--- config.mk ---
export PLATFORM = sky130hd
export DESIGN_NAME = sslm_monitor
export DESIGN_NICKNAME = d
export VERILOG_FILES = /design/src/sslm_pkg.sv /design/src/sslm_enc_scale.sv /design/src/sslm_monitor.sv
export SDC_FILE = /design/constraint.sdc
export NUM_CORES = 2
export LEC_CHECK = 0
export ABC_AREA = 1
export BUFFER_PORTS_ARGS = -buffer_cell sky130_fd_sc_hd__buf_2
export CAP_MARGIN = 20
export CELL_PAD_IN_SITES_DETAIL_PLACEMENT = 0
export CELL_PAD_IN_SITES_GLOBAL_PLACEMENT = 1
export CORE_MARGIN = 2
export CORE_UTILIZATION = 43
export DETAILED_ROUTE_END_ITERATION = 12
export GPL_TIMING_DRIVEN = 0
export HOLD_SLACK_MARGIN = 0.1
export MAX_ROUTING_LAYER = met4
export PLACE_DENSITY = 0.8
export REMOVE_ABC_BUFFERS = 1
export SYNTH_ARGS = -nofsm -noshare
export SYNTH_HDL_FRONTEND = slang
export SYNTH_HIERARCHICAL = 1
export SYNTH_SLANG_ARGS = --single-unit
export TNS_END_PERCENT = 5
--- constraint.sdc ---
create_clock -name core_clk -period 9.3 [get_ports core_clk]
set_input_delay 1.86 -clock core_clk [delete_from_list [all_inputs] [get_ports core_clk]]
set_output_delay 1.86 -clock core_clk [all_outputs]
set_load 0.05 [all_outputs]
--- src/sslm_pkg.sv ---
// constants, checksum and helper functions for the step-loss monitor
// Operation
// - check acts only when a stepper is driven
// - encoder counts scaled to steps by turn figures
// - enabling captures step and encoder reference pair
// - each step, converted encoder vs steps, beyond threshold
// - revolution sensor edge latches current step count
// - each turn, step mismatch reaching threshold flags
// - flag 0x01 enables checking
// - flag 0x02 picks revolution sensor, else encoder
// - flag 0x04 makes mismatch raise alarm
// - flag 0x08 makes sensor active high
// - flag 0x10 corrects slippage, encoder mode only
// - threshold is unsigned byte of steps
// - read request 4 bytes, reply 18 bytes
// - write request 18 bytes, answer 4-byte code
package sslm_pkg;
	localparam logic [31:0] CODE_READ = 32'h70746367;
	localparam logic [31:0] CODE_WRITE = 32'h70746373;
	localparam int FLG_ENABLE = 0;
	localparam int FLG_REV_SEL = 1;
	localparam int FLG_ALARM = 2;
	localparam int FLG_REV_INV = 3;
	localparam int FLG_SLIP_FIX = 4;
	localparam logic [7:0] THRESH_RST = 8'h00;
	localparam logic [7:0] FLAGS_RST = 8'h00;
	localparam logic [4:0] CODE_LAST = 5'h03;
	localparam logic [4:0] BODY_CRC_LO = 5'h0c;
	localparam logic [4:0] BODY_LAST = 5'h0d;
	localparam logic [4:0] REPLY_LEN = 5'h12;
	localparam logic [4:0] ACK_LEN = 5'h04;
	localparam logic [4:0] REPLY_THR = 5'h04;
	localparam logic [4:0] REPLY_FLAGS = 5'h05;
	localparam logic [4:0] REPLY_CRC_LO = 5'h10;
	localparam logic [4:0] REPLY_CRC_HI = 5'h11;
	localparam int RESERVED_LEN = 10;
	localparam logic [15:0] CRC_INIT = 16'hffff;
	localparam logic [15:0] CRC_POLY = 16'ha001;
	localparam logic [5:0] DIV_STEPS = 6'h30;

	// one byte of the reflected 16-bit frame checksum
	function automatic logic [15:0] crc_byte(input logic [15:0] c,
		input logic [7:0] b);
		logic [15:0] r;
		r = c ^ {8'h00, b};
		for (int i = 0; i < 8; i++) begin
			r = r[0] ? ((r >> 1) ^ CRC_POLY) : (r >> 1);
		end
		return r;
	endfunction

	// checksum of the settings body: threshold, flags, reserved zeros
	function automatic logic [15:0] crc_body(input logic [7:0] thr,
		input logic [7:0] flg);
		logic [15:0] r;
		r = crc_byte(crc_byte(CRC_INIT, thr), flg);
		for (int i = 0; i < RESERVED_LEN; i++) begin
			r = crc_byte(r, 8'h00);
		end
		return r;
	endfunction

	// magnitude of a 33-bit signed value
	function automatic logic [32:0] abs33(input logic [32:0] v);
		return v[32] ? (33'h000000000 - v) : v;
	endfunction
endpackage

--- src/sslm_enc_scale.sv ---
// scales an encoder count difference into motor steps by long division
`timescale 1ns/100ps
module sslm_enc_scale (
	input wire logic core_clk,
	input wire logic reset,
	input wire logic start,
	input wire logic [31:0] enc_delta,
	input wire logic [15:0] steps_per_turn,
	input wire logic [15:0] encoder_counts_per_turn,
	output logic busy,
	output logic done,
	output logic [31:0] steps
);
	logic [47:0] num_q;
	logic [16:0] rem_q;
	logic [15:0] den_q;
	logic [5:0] cnt_q;
	logic neg_q, busy_q, done_q;
	logic [31:0] mag;
	logic [16:0] trial;
	logic fits;
	logic [31:0] quo;

	// magnitude and one restoring division step
	assign mag = enc_delta[31] ? (32'h00000000 - enc_delta) : enc_delta;
	assign trial = {rem_q[15:0], num_q[47]};
	assign fits = trial >= {1'b0, den_q};
	assign quo = num_q[31:0];
	assign busy = busy_q;
	assign done = done_q;
	assign steps = neg_q ? (32'h00000000 - quo) : quo;

	// delta * steps_per_turn / counts_per_turn, one bit a cycle
	always_ff @(posedge core_clk or posedge reset) begin
		if (reset) begin
			num_q <= 48'h000000000000;
			rem_q <= 17'h00000;
			den_q <= 16'h0000;
			cnt_q <= 6'h00;
			neg_q <= 1'b0;
			busy_q <= 1'b0;
			done_q <= 1'b0;
		end else if (start && !busy_q) begin
			num_q <= {16'h0000, mag} * {32'h00000000, steps_per_turn};
			den_q <= encoder_counts_per_turn;
			rem_q <= 17'h00000;
			neg_q <= enc_delta[31];
			cnt_q <= sslm_pkg::DIV_STEPS;
			busy_q <= 1'b1;
			done_q <= 1'b0;
		end else if (busy_q) begin
			rem_q <= fits ? (trial - {1'b0, den_q}) : trial;
			num_q <= {num_q[46:0], fits};
			cnt_q <= cnt_q - 6'h01;
			busy_q <= cnt_q != 6'h01;
			done_q <= cnt_q == 6'h01;
		end else begin
			done_q <= 1'b0;
		end
	end
endmodule

--- src/sslm_monitor.sv ---
// step-loss monitor: settings frames on the host link and mismatch check
`timescale 1ns/100ps
module sslm_monitor (
	input wire logic core_clk,
	input wire logic reset,
	input wire logic rx_valid,
	input wire logic [7:0] rx_data,
	input wire logic tx_ready,
	output logic tx_valid,
	output logic [7:0] tx_data,
	output logic crc_error,
	input wire logic motor_is_stepper,
	input wire logic step_pulse,
	input wire logic [31:0] step_pos,
	input wire logic [31:0] enc_pos,
	input wire logic rev_sensor,
	input wire logic [15:0] steps_per_turn,
	input wire logic [15:0] encoder_counts_per_turn,
	output logic [7:0] mismatch_threshold,
	output logic [7:0] check_flags,
	output logic step_loss,
	output logic alarm_req,
	output logic slip_fix_valid,
	output logic [31:0] slip_fix_pos
);
	typedef enum logic [2:0] {
		SSLM_CMD = 3'b001,
		SSLM_BODY = 3'b010,
		SSLM_REPLY = 3'b100
	} sslm_state_t;

	sslm_state_t state_q, state_d;
	logic [31:0] code_q, reply_code_q;
	logic [4:0] cnt_q, reply_len_q;
	logic [7:0] thr_q, flags_q, new_thr_q, new_flags_q, crc_lo_q;
	logic [15:0] crc_q, reply_crc_q;
	logic tx_valid_q, crc_error_q;
	logic [7:0] tx_data_q;

	// reply byte chosen by index, used on each handshake to load the next byte
	function automatic logic [7:0] reply_byte(input logic [4:0] idx,
		input logic [31:0] code, input logic [7:0] thr,
		input logic [7:0] flg, input logic [15:0] crc);
		logic [7:0] r;
		r = 8'h00;
		if (idx < sslm_pkg::REPLY_THR) begin
			r = code[8*idx[1:0] +: 8];
		end else if (idx == sslm_pkg::REPLY_THR) begin
			r = thr;
		end else if (idx == sslm_pkg::REPLY_FLAGS) begin
			r = flg;
		end else if (idx == sslm_pkg::REPLY_CRC_LO) begin
			r = crc[7:0];
		end else if (idx == sslm_pkg::REPLY_CRC_HI) begin
			r = crc[15:8];
		end
		return r;
	endfunction

	// frame decoding
	logic [31:0] code_full;
	logic code_done, is_read, is_write, body_last, body_ok, apply;
	logic tx_fire, reply_last;
	logic [15:0] set_crc;
	assign code_full = {rx_data, code_q[31:8]};
	assign code_done = state_q == SSLM_CMD && rx_valid && cnt_q == sslm_pkg::CODE_LAST;
	assign is_read = code_done && code_full == sslm_pkg::CODE_READ;
	assign is_write = code_done && code_full == sslm_pkg::CODE_WRITE;
	assign body_last = state_q == SSLM_BODY && rx_valid && cnt_q == sslm_pkg::BODY_LAST;
	assign body_ok = {rx_data, crc_lo_q} == crc_q;
	assign apply = body_last && body_ok;
	assign tx_fire = tx_valid_q && tx_ready;
	assign reply_last = tx_fire && cnt_q == reply_len_q - 5'h01;
	assign set_crc = sslm_pkg::crc_body(thr_q, flags_q);

	// frame sequencer
	always_comb begin
		state_d = state_q;
		case (state_q)
			SSLM_CMD: begin
				if (is_read) begin
					state_d = SSLM_REPLY;
				end else if (is_write) begin
					state_d = SSLM_BODY;
				end
			end
			SSLM_BODY: begin
				if (apply) begin
					state_d = SSLM_REPLY;
				end else if (body_last) begin
					state_d = SSLM_CMD;
				end
			end
			SSLM_REPLY: begin
				if (reply_last) begin
					state_d = SSLM_CMD;
				end
			end
			default: state_d = SSLM_CMD;
		endcase
	end

	// receive, check and answer settings frames
	always_ff @(posedge core_clk or posedge reset) begin
		if (reset) begin
			state_q <= SSLM_CMD;
			code_q <= 32'h00000000;
			reply_code_q <= 32'h00000000;
			reply_len_q <= 5'h00;
			reply_crc_q <= 16'h0000;
			cnt_q <= 5'h00;
			crc_q <= sslm_pkg::CRC_INIT;
			crc_lo_q <= 8'h00;
			new_thr_q <= sslm_pkg::THRESH_RST;
			new_flags_q <= sslm_pkg::FLAGS_RST;
			tx_valid_q <= 1'b0;
			tx_data_q <= 8'h00;
			crc_error_q <= 1'b0;
		end else begin
			state_q <= state_d;
			crc_error_q <= body_last && !body_ok;
			if (state_q == SSLM_CMD && rx_valid) begin
				code_q <= code_full;
				cnt_q <= code_done ? 5'h00 : cnt_q + 5'h01;
				crc_q <= sslm_pkg::CRC_INIT;
				if (is_read) begin
					reply_code_q <= sslm_pkg::CODE_READ;
					reply_len_q <= sslm_pkg::REPLY_LEN;
					reply_crc_q <= set_crc;
					tx_valid_q <= 1'b1;
					tx_data_q <= sslm_pkg::CODE_READ[7:0];
				end
			end else if (state_q == SSLM_BODY && rx_valid) begin
				cnt_q <= body_last ? 5'h00 : cnt_q + 5'h01;
				if (cnt_q < sslm_pkg::BODY_CRC_LO) begin
					crc_q <= sslm_pkg::crc_byte(crc_q, rx_data);
				end
				if (cnt_q == 5'h00) begin
					new_thr_q <= rx_data;
				end
				if (cnt_q == 5'h01) begin
					new_flags_q <= rx_data;
				end
				if (cnt_q == sslm_pkg::BODY_CRC_LO) begin
					crc_lo_q <= rx_data;
				end
				if (apply) begin
					reply_code_q <= sslm_pkg::CODE_WRITE;
					reply_len_q <= sslm_pkg::ACK_LEN;
					tx_valid_q <= 1'b1;
					tx_data_q <= sslm_pkg::CODE_WRITE[7:0];
				end
			end else if (tx_fire) begin
				cnt_q <= reply_last ? 5'h00 : cnt_q + 5'h01;
				tx_valid_q <= !reply_last;
				tx_data_q <= reply_byte(cnt_q + 5'h01, reply_code_q,
					thr_q, flags_q, reply_crc_q);
			end
		end
	end

	// settings take effect when a whole write frame checks out
	always_ff @(posedge core_clk or posedge reset) begin
		if (reset) begin
			thr_q <= sslm_pkg::THRESH_RST;
			flags_q <= sslm_pkg::FLAGS_RST;
		end else if (apply) begin
			thr_q <= new_thr_q;
			flags_q <= new_flags_q;
		end
	end

	// check control decoding
	logic run, rev_mode, rev_active, run_prev_q, capture;
	logic rev_prev_q, rev_edge, rev_have_q;
	assign run = flags_q[sslm_pkg::FLG_ENABLE] && motor_is_stepper;
	assign rev_mode = flags_q[sslm_pkg::FLG_REV_SEL];
	assign rev_active = flags_q[sslm_pkg::FLG_REV_INV] ? rev_sensor : !rev_sensor;
	assign capture = run && !run_prev_q;
	assign rev_edge = rev_active && !rev_prev_q;

	logic [31:0] ref_step_q, ref_enc_q, step_delta_q, rev_latch_q;
	logic conv_start, conv_busy, conv_done;
	logic [31:0] conv_steps;
	assign conv_start = run && !rev_mode && step_pulse && !conv_busy && !capture;

	sslm_enc_scale u_scale (
		.core_clk(core_clk),
		.reset(reset),
		.start(conv_start),
		.enc_delta(enc_pos - ref_enc_q),
		.steps_per_turn(steps_per_turn),
		.encoder_counts_per_turn(encoder_counts_per_turn),
		.busy(conv_busy),
		.done(conv_done),
		.steps(conv_steps)
	);

	// mismatch measures in both modes
	logic [32:0] enc_err, rev_moved, rev_err;
	logic enc_loss, rev_loss;
	assign enc_err = sslm_pkg::abs33({step_delta_q[31], step_delta_q}
		- {conv_steps[31], conv_steps});
	assign enc_loss = run && !rev_mode && conv_done
		&& enc_err > {25'h0000000, thr_q};
	assign rev_moved = sslm_pkg::abs33({1'b0, step_pos} - {1'b0, rev_latch_q}
		- 33'h000000000);
	assign rev_err = sslm_pkg::abs33(rev_moved - {17'h00000, steps_per_turn});
	assign rev_loss = run && rev_mode && rev_edge && rev_have_q
		&& rev_err >= {25'h0000000, thr_q};

	// reference capture, per-step snapshot and turn latch
	always_ff @(posedge core_clk or posedge reset) begin
		if (reset) begin
			run_prev_q <= 1'b0;
			rev_prev_q <= 1'b0;
			rev_have_q <= 1'b0;
			ref_step_q <= 32'h00000000;
			ref_enc_q <= 32'h00000000;
			step_delta_q <= 32'h00000000;
			rev_latch_q <= 32'h00000000;
		end else begin
			run_prev_q <= run;
			rev_prev_q <= rev_active;
			if (capture) begin
				ref_step_q <= step_pos;
				ref_enc_q <= enc_pos;
			end
			if (conv_start) begin
				step_delta_q <= step_pos - ref_step_q;
			end
			if (!run || !rev_mode) begin
				rev_have_q <= 1'b0;
			end else if (rev_edge) begin
				rev_latch_q <= step_pos;
				rev_have_q <= 1'b1;
			end
		end
	end

	// sticky loss flag, alarm and slippage correction
	logic step_loss_q, alarm_q, fix_valid_q;
	logic [31:0] fix_pos_q;
	always_ff @(posedge core_clk or posedge reset) begin
		if (reset) begin
			step_loss_q <= 1'b0;
			alarm_q <= 1'b0;
			fix_valid_q <= 1'b0;
			fix_pos_q <= 32'h00000000;
		end else begin
			fix_valid_q <= 1'b0;
			if (capture) begin
				step_loss_q <= 1'b0;
				alarm_q <= 1'b0;
			end else if (enc_loss || rev_loss) begin
				step_loss_q <= 1'b1;
				alarm_q <= alarm_q || flags_q[sslm_pkg::FLG_ALARM];
			end
			if (enc_loss && flags_q[sslm_pkg::FLG_SLIP_FIX]) begin
				fix_valid_q <= 1'b1;
				fix_pos_q <= ref_step_q + conv_steps;
			end
		end
	end

	assign tx_valid = tx_valid_q;
	assign tx_data = tx_data_q;
	assign crc_error = crc_error_q;
	assign mismatch_threshold = thr_q;
	assign check_flags = flags_q;
	assign step_loss = step_loss_q;
	assign alarm_req = alarm_q;
	assign slip_fix_valid = fix_valid_q;
	assign slip_fix_pos = fix_pos_q;
endmodule

Yosys cells after proc, flatten, opt, wreduce, memory -nomap -nowiden
Index checks and enable logic that the tools add are counted.
W data, S select, Z words.
{ "totals": {"reg_bits": 414, "in_bits": 111, "wordCells": 406} }
{ "classes": {"n_addsub": 15, "n_mul": 1, "order_cmp": 5, "eq_ne": 22, "shift": 1, "n_mux": 166, "bitwise_logic": 109, "n_reduce_logical": 54} }
{ "ops": {"columns": ["cell", "count"], "rows": [
  ["$mux W16", 110],
  ["$not A2 Y3", 104],
  ["$mux W32", 6],
  ["$mux W33", 3],
  ["$sub A1 B33 Y33 const A", 3],
  ["$mux W48", 2],
  ["$mux W8", 10],
  ["$sub A32 B32 Y33", 2],
  ["$eq A32 B31 Y1 const B", 2],
  ["$sub A1 B32 Y32 const A", 2],
  ["$sub A32 B32 Y32", 2],
  ["$mux W5", 10],
  ["$mul A32 B16 Y48", 1],
  ["$ge A33 B8 Y1", 1],
  ["$gt A33 B8 Y1", 1],
  ["$sub A33 B16 Y33", 1],
  ["$add A32 B32 Y32", 1],
  ["$shiftx A32 B6 Y8", 1],
  ["$xor A16 B8 Y16", 2],
  ["$logic_and A1 B1 Y1", 25],
  ["$reduce_and A3 Y1", 6],
  ["$ge A17 B16 Y1", 1],
  ["$mux W1", 17],
  ["$eq A16 B16 Y1", 1],
  ["other kinds (30)", 59]
]} }

Depth between registers and ports, before layout
{ "depth": {"depth_word": 194, "ltp_mapped": 60} }

By module
Netlist, hierarchy kept.
{ "by_module_without_submodules": {"columns": ["module", "instances", "cells_each", "area_per_inst_um2", "seq_area_each_um2"], "rows": [
  ["sslm_monitor", 1, 3875, 26082.5, 7103.1],
  ["sslm_enc_scale", 1, 3168, 23192.2, 2227.1]
]} }

Worst setup path before layout
OpenSTA, ideal clock, no wires.
{ "synth_path": {"path_type": "input port to flip-flop", "startpoint": "input enc_pos[2]", "endpoint": "register u_scale.num_q[30]", "setup_ns": 0.121, "arrival_ns": 10.575, "required_time_ns": 9.179, "setup_slack_ns": -1.397, "stages": 55, "n_path_buf": 2, "cell_sequence": "ha_1 > nand2_1 > nor2_1 > a211oi_1 > o21ai_0 > a21oi_1 > inv_1 > a21oi_1 > inv_1 > a21oi_1 > inv_1 > a21oi_1 > inv_1 > a21oi_1 > inv_1 > a21oi_1 > o21bai_1 > a21oi_1 > [19 not listed] > fa_1 > inv_1 > fa_1 > inv_1 > ha_1 > nand2_1 > inv_1 > nand2_1 > nand2_1 > nand2_1 > nand2_1 > nand2_1 > nand2_1 > inv_1 > o21ai_0 > or2_2 > nand3_1 > nand2_1"} }
{ "synth_via": {"elab_chain_len": 5} }
{ "synth_rtl": {"columns": ["item", "line", "rtl"], "rows": [
  ["start: declaration", "sslm_monitor.sv:15", "input wire logic [31:0] enc_pos,"],
  ["$sub A32 B32 Y32 (*)", "sslm_monitor.sv:191", ".enc_delta(enc_pos - ref_enc_q),"],
  ["$sub A1 B32 Y32", "sslm_enc_scale.sv:25", "assign mag = enc_delta[31] ? (32'h00000000 - enc_delta) : enc_delta;"],
  ["$mux W32 (*)", "sslm_enc_scale.sv:25", null],
  ["$mul A32 B16 Y48 (*)", "sslm_enc_scale.sv:44", "num_q <= {16'h0000, mag} * {32'h00000000, steps_per_turn};"],
  ["$mux W48 (*)", "sslm_enc_scale.sv:43", "end else if (start && !busy_q) begin"],
  ["end signal: assignment", "sslm_enc_scale.sv:44", null],
  ["end signal: assignment", "sslm_enc_scale.sv:53", "num_q <= {num_q[46:0], fits};"],
  ["end: declaration", "sslm_enc_scale.sv:14", "logic [47:0] num_q;"]
]} }
Every way passes the cells marked *; elsewhere a longest branch is shown, timed or not.
A chain may end at the register's enable or synchronous reset.

Worst setup path after layout
{ "layout_path": {"startpoint": "input enc_pos[2]", "endpoint": "register u_scale.num_q[44]"} }
Same word-level chain as after synthesis.

==> key figures <==
Finish
  – Nets: 8108
  – Area growth from synthesis to layout: 14.8%
  – Fillers: 11500
  – Layout cells sized above 1: 12.5%

STA
  – Period Utilization, post-route: 110%
  – Post-layout minimum cycle time: 10.19 ns
  – Final setup viols: 40
  – Post-route setup slack: -0.892 ns
  – Slew Viols, Final: 0
  – RSZ-0062 raised after global routing: true
  – Slew HR: 15.6%
  – Fin. Hold Viols: 0
  – Fmax achieved: 98.1 MHz
  – Clock skew: 0.0269 ns
  – Worst Tran Pin Value: 1.26 ns

Floorplan
  – Die Ht: 343 um
  – Top Ports: 172
  – Die ar.: 117000 sq um
  – Core box area: 114000 sq um
  – FP Rows: 124
  – Die X: 343 um
  – Initial Util: 43.2%

Clocking
  – Clock Sinks: 372
  – CTS root buf: clkbuf_16
  – CTS tree: yes
  – Longest Clk Path Bufs: 3
  – Hold_buf cts: 0
  – H-tree Lvls: 2
  – Clock Latency Late Sink: 0.63 ns
  – Num CTS Buffers: 47
  – Clk pin slew, worst setup/hold paths: 0.06 ns

Synthesis
  – Top FF cell, synth: dfrtp_1
  – Largest area contributor in the netlist: dfrtp_1
  – Syn. warnings: 6
  – FFs w/ async S/R, synth: 100%
  – Avg Cell Area, Syn: 7.00 sq um
  – Number of synthesized flops with an enable pin: 0
  – Distinct cells, synth: 65
  – Post-Syn Instances: 7043
  – Seq/Total Area, Yosys: 18.9%
  – Post-Syn Area: 49300 sq um
  – Main area contributors after synthesis: dfrtp_1 (18%), fa_1 (17%), nand2_1 (13%), inv_1 (10%), ha_1 (8.6%)
  – FF+latch count, synth: 372
  – Top cell type's share of synthesized area: 18.0%

Worst setup path
  – Crit path DAT: 10.70 ns
  – Critical path launch point type: input port
  – CP endpoint kind: flop
  – Register-to-Register Path Depth: 56
  – Critical Path Fanout Max: 8
  – Crit Path Class: input port to flop
  – Cell repeated most along the worst path: inv_1
  – Max incr delay on CP: 0.54 ns
  – CP required: 9.81 ns
  – CP max stage cell: fa_1

Drt
  – Vias per cell: 5.19
  – Drt first-iter violations: 3141
  – Post-Route WL: 159000 um
  – Total number of vias: 45600
  – Number of antenna-violating nets in the routed design: 0
  – Drt wl/cell: 18.1 um
  – DRC viols: 0
  – Drt pass-1 iters: 6

Min path
  – Hold Path Class: flop to flop
  – Hold path cells: 2

Placement
  – DPL Wire Length: 126000 um
  – Gp weighted congestion: 0.970
  – Port Buffers: 171
  – Worst slack, placed: -3.73 ns

Global route
  – Pin count of the biggest net entering global routing: 122
  – Overall Global Routing Usage: 27.8%
  – Initial antenna violation count: 3
  – Vias in the first global route: 44600
  – Total gr overflow: 0
  – First-pass GRT wire length: 250000 um

Outcome
  – Status: complete, but fails checks
  – Failing checks: negative setup slack

Flow run
  – Max cap viols: 0
[what timing repair did]
item,4_1_cts,5_1_grt
setup endpoints to repair,44,44
buffers inserted,55,64
resized for setup,244,278
pin swaps,78,180
gates cloned,1,1
[Yosys cell counts (all sizes together) (13+ instances only)]
library cell	number
nor3	75
a21oi	321
ha	338
dfrtp	355
nand4	112
nand3b	24
o221ai	16
nor4	19
nand3	362
inv	1328
or2	26
nor2	670
o21bai	23
a21o	13
xor2	245
xnor2	123
clkbuf	133
fa	425
dfstp	17
buf	39
o21ai	433
a22oi	34
clkinv	18
nand2	1814
[kinds of logic after synthesis]
logic type,Yosys count,share of synthesized area [%]
buf+inv,1518,11.8
flops,372,18.9
compound gates,906,10.0
fa+ha+maj,763,25.8
simple gates,3115,26.6
xor+xnor,369,6.73
[stage by stage]
| step | instance area, sq um | utilization [%] | setup TNS (ns) | hold slack, ns | std cells |
|---|---|---|---|---|---|
| 6_report | 56500 | 49.6 | -30.18 | 0.472 | 8785 |
| 5_1_grt | 56500 | 49.6 | -49.36 | 0.495 | 8784 |
| 4_1_cts | 54900 | 48.1 | -40.06 | 0.468 | 8717 |
| 3_5_place_dp | 51700 | 45.3 | -144.53 | 0.461 | 8574 |
| 3_3_place_gp | 51300 | 44.9 | -1809.47 | 0.461 | 8554 |
| 2_1_floorplan | 48500 | - | -200.44 | 0.446 | 6871 |
[per-layer routing]
layer  track usage (%)  part of all wire, %
met4              7.92                  3.0
met5                 -                    0
met1              36.9                   45
met2              44.8                   47
met3              3.19                  5.3
[critical path: cells and delay by family]
family	cells	cell delay (ns)
XOR/XNOR	1	0.21
buffers and inverters	17	1.63
adder cells (fa/ha/maj)	8	3.59
AO/OA/AOI/OAI	13	1.74
AND/OR/NAND/NOR	17	1.62
[worst paths after layout]
kind | endpoint | from | slack, ns
worst max-delay path | u_scale/num_q[44] | enc_pos[2] | -0.89
worst min-delay path | check_flags[3] | new_flags_q[3] | 0.47
worst max register to register | u_scale/num_q[44] | ref_enc_q[2] | 0
worst min register to register | check_flags[3] | new_flags_q[3] | 0.47
max in group asynchronous | check_flags[7] | reset | 6.54
min in group asynchronous | u_scale/den_q[10] | reset | 1.24
[registers in the layout, indices dropped and copies added, names as in the netlist, 5 cells and up]
| signal | cells |
|---|---|
| crc_q | 16 |
| u_scale/den_q | 16 |
| u_scale/cnt_q | 6 |
| ref_step_q | 32 |
| new_thr_q | 8 |
| code_q | 24 |
| rev_latch_q | 32 |
| mismatch_threshold | 8 |
| check_flags | 8 |
| tx_data | 8 |
| step_delta_q | 32 |
| u_scale/num_q | 48 |
| new_flags_q | 8 |
| u_scale/rem_q | 16 |
| reply_crc_q | 16 |
| ref_enc_q | 32 |
| slip_fix_pos | 32 |
| crc_lo_q | 8 |
| cnt_q | 5 |
[layout make-up]
class | instances | area, sq um | area share (%)
Inverter | 1346 | 5160 | 9.13
Antenna cell | 1 | 2.50 | 0.00443
Tap cell | 1512 | 1890 | 3.35
Clock inverter | 22 | 389 | 0.688
Multi-Input combinational cell | 5154 | 36000 | 63.7
Timing Repair Buffer | 313 | 2350 | 4.15
Clock buffer | 65 | 1390 | 2.45
Sequential cell | 372 | 9330 | 16.5
[placed cells by master, fill, tap and decap left out, types with 28 or more instances in the layout]
cell type / n
clkbuf_16: 49
buf_2: 171
nand3_1: 326
xnor2_1: 120
buf_4: 104
ha_1: 307
xor2_1: 231
o21ai_0: 382
a21oi_2: 29
ha_4: 28
nor2_1: 580
a22oi_1: 34
fa_1: 404
nand2_2: 89
nand3_2: 31
nand4_1: 112
nand2_1: 1684
a21oi_1: 286
inv_2: 33
dfrtp_1: 354
nor3_1: 59
nor2_4: 46
nor2_2: 44
inv_1: 1278
nand2_4: 36
Power is not shown: default switching activity piles up to over one toggle a cycle in this logic, so the estimate is an artifact.
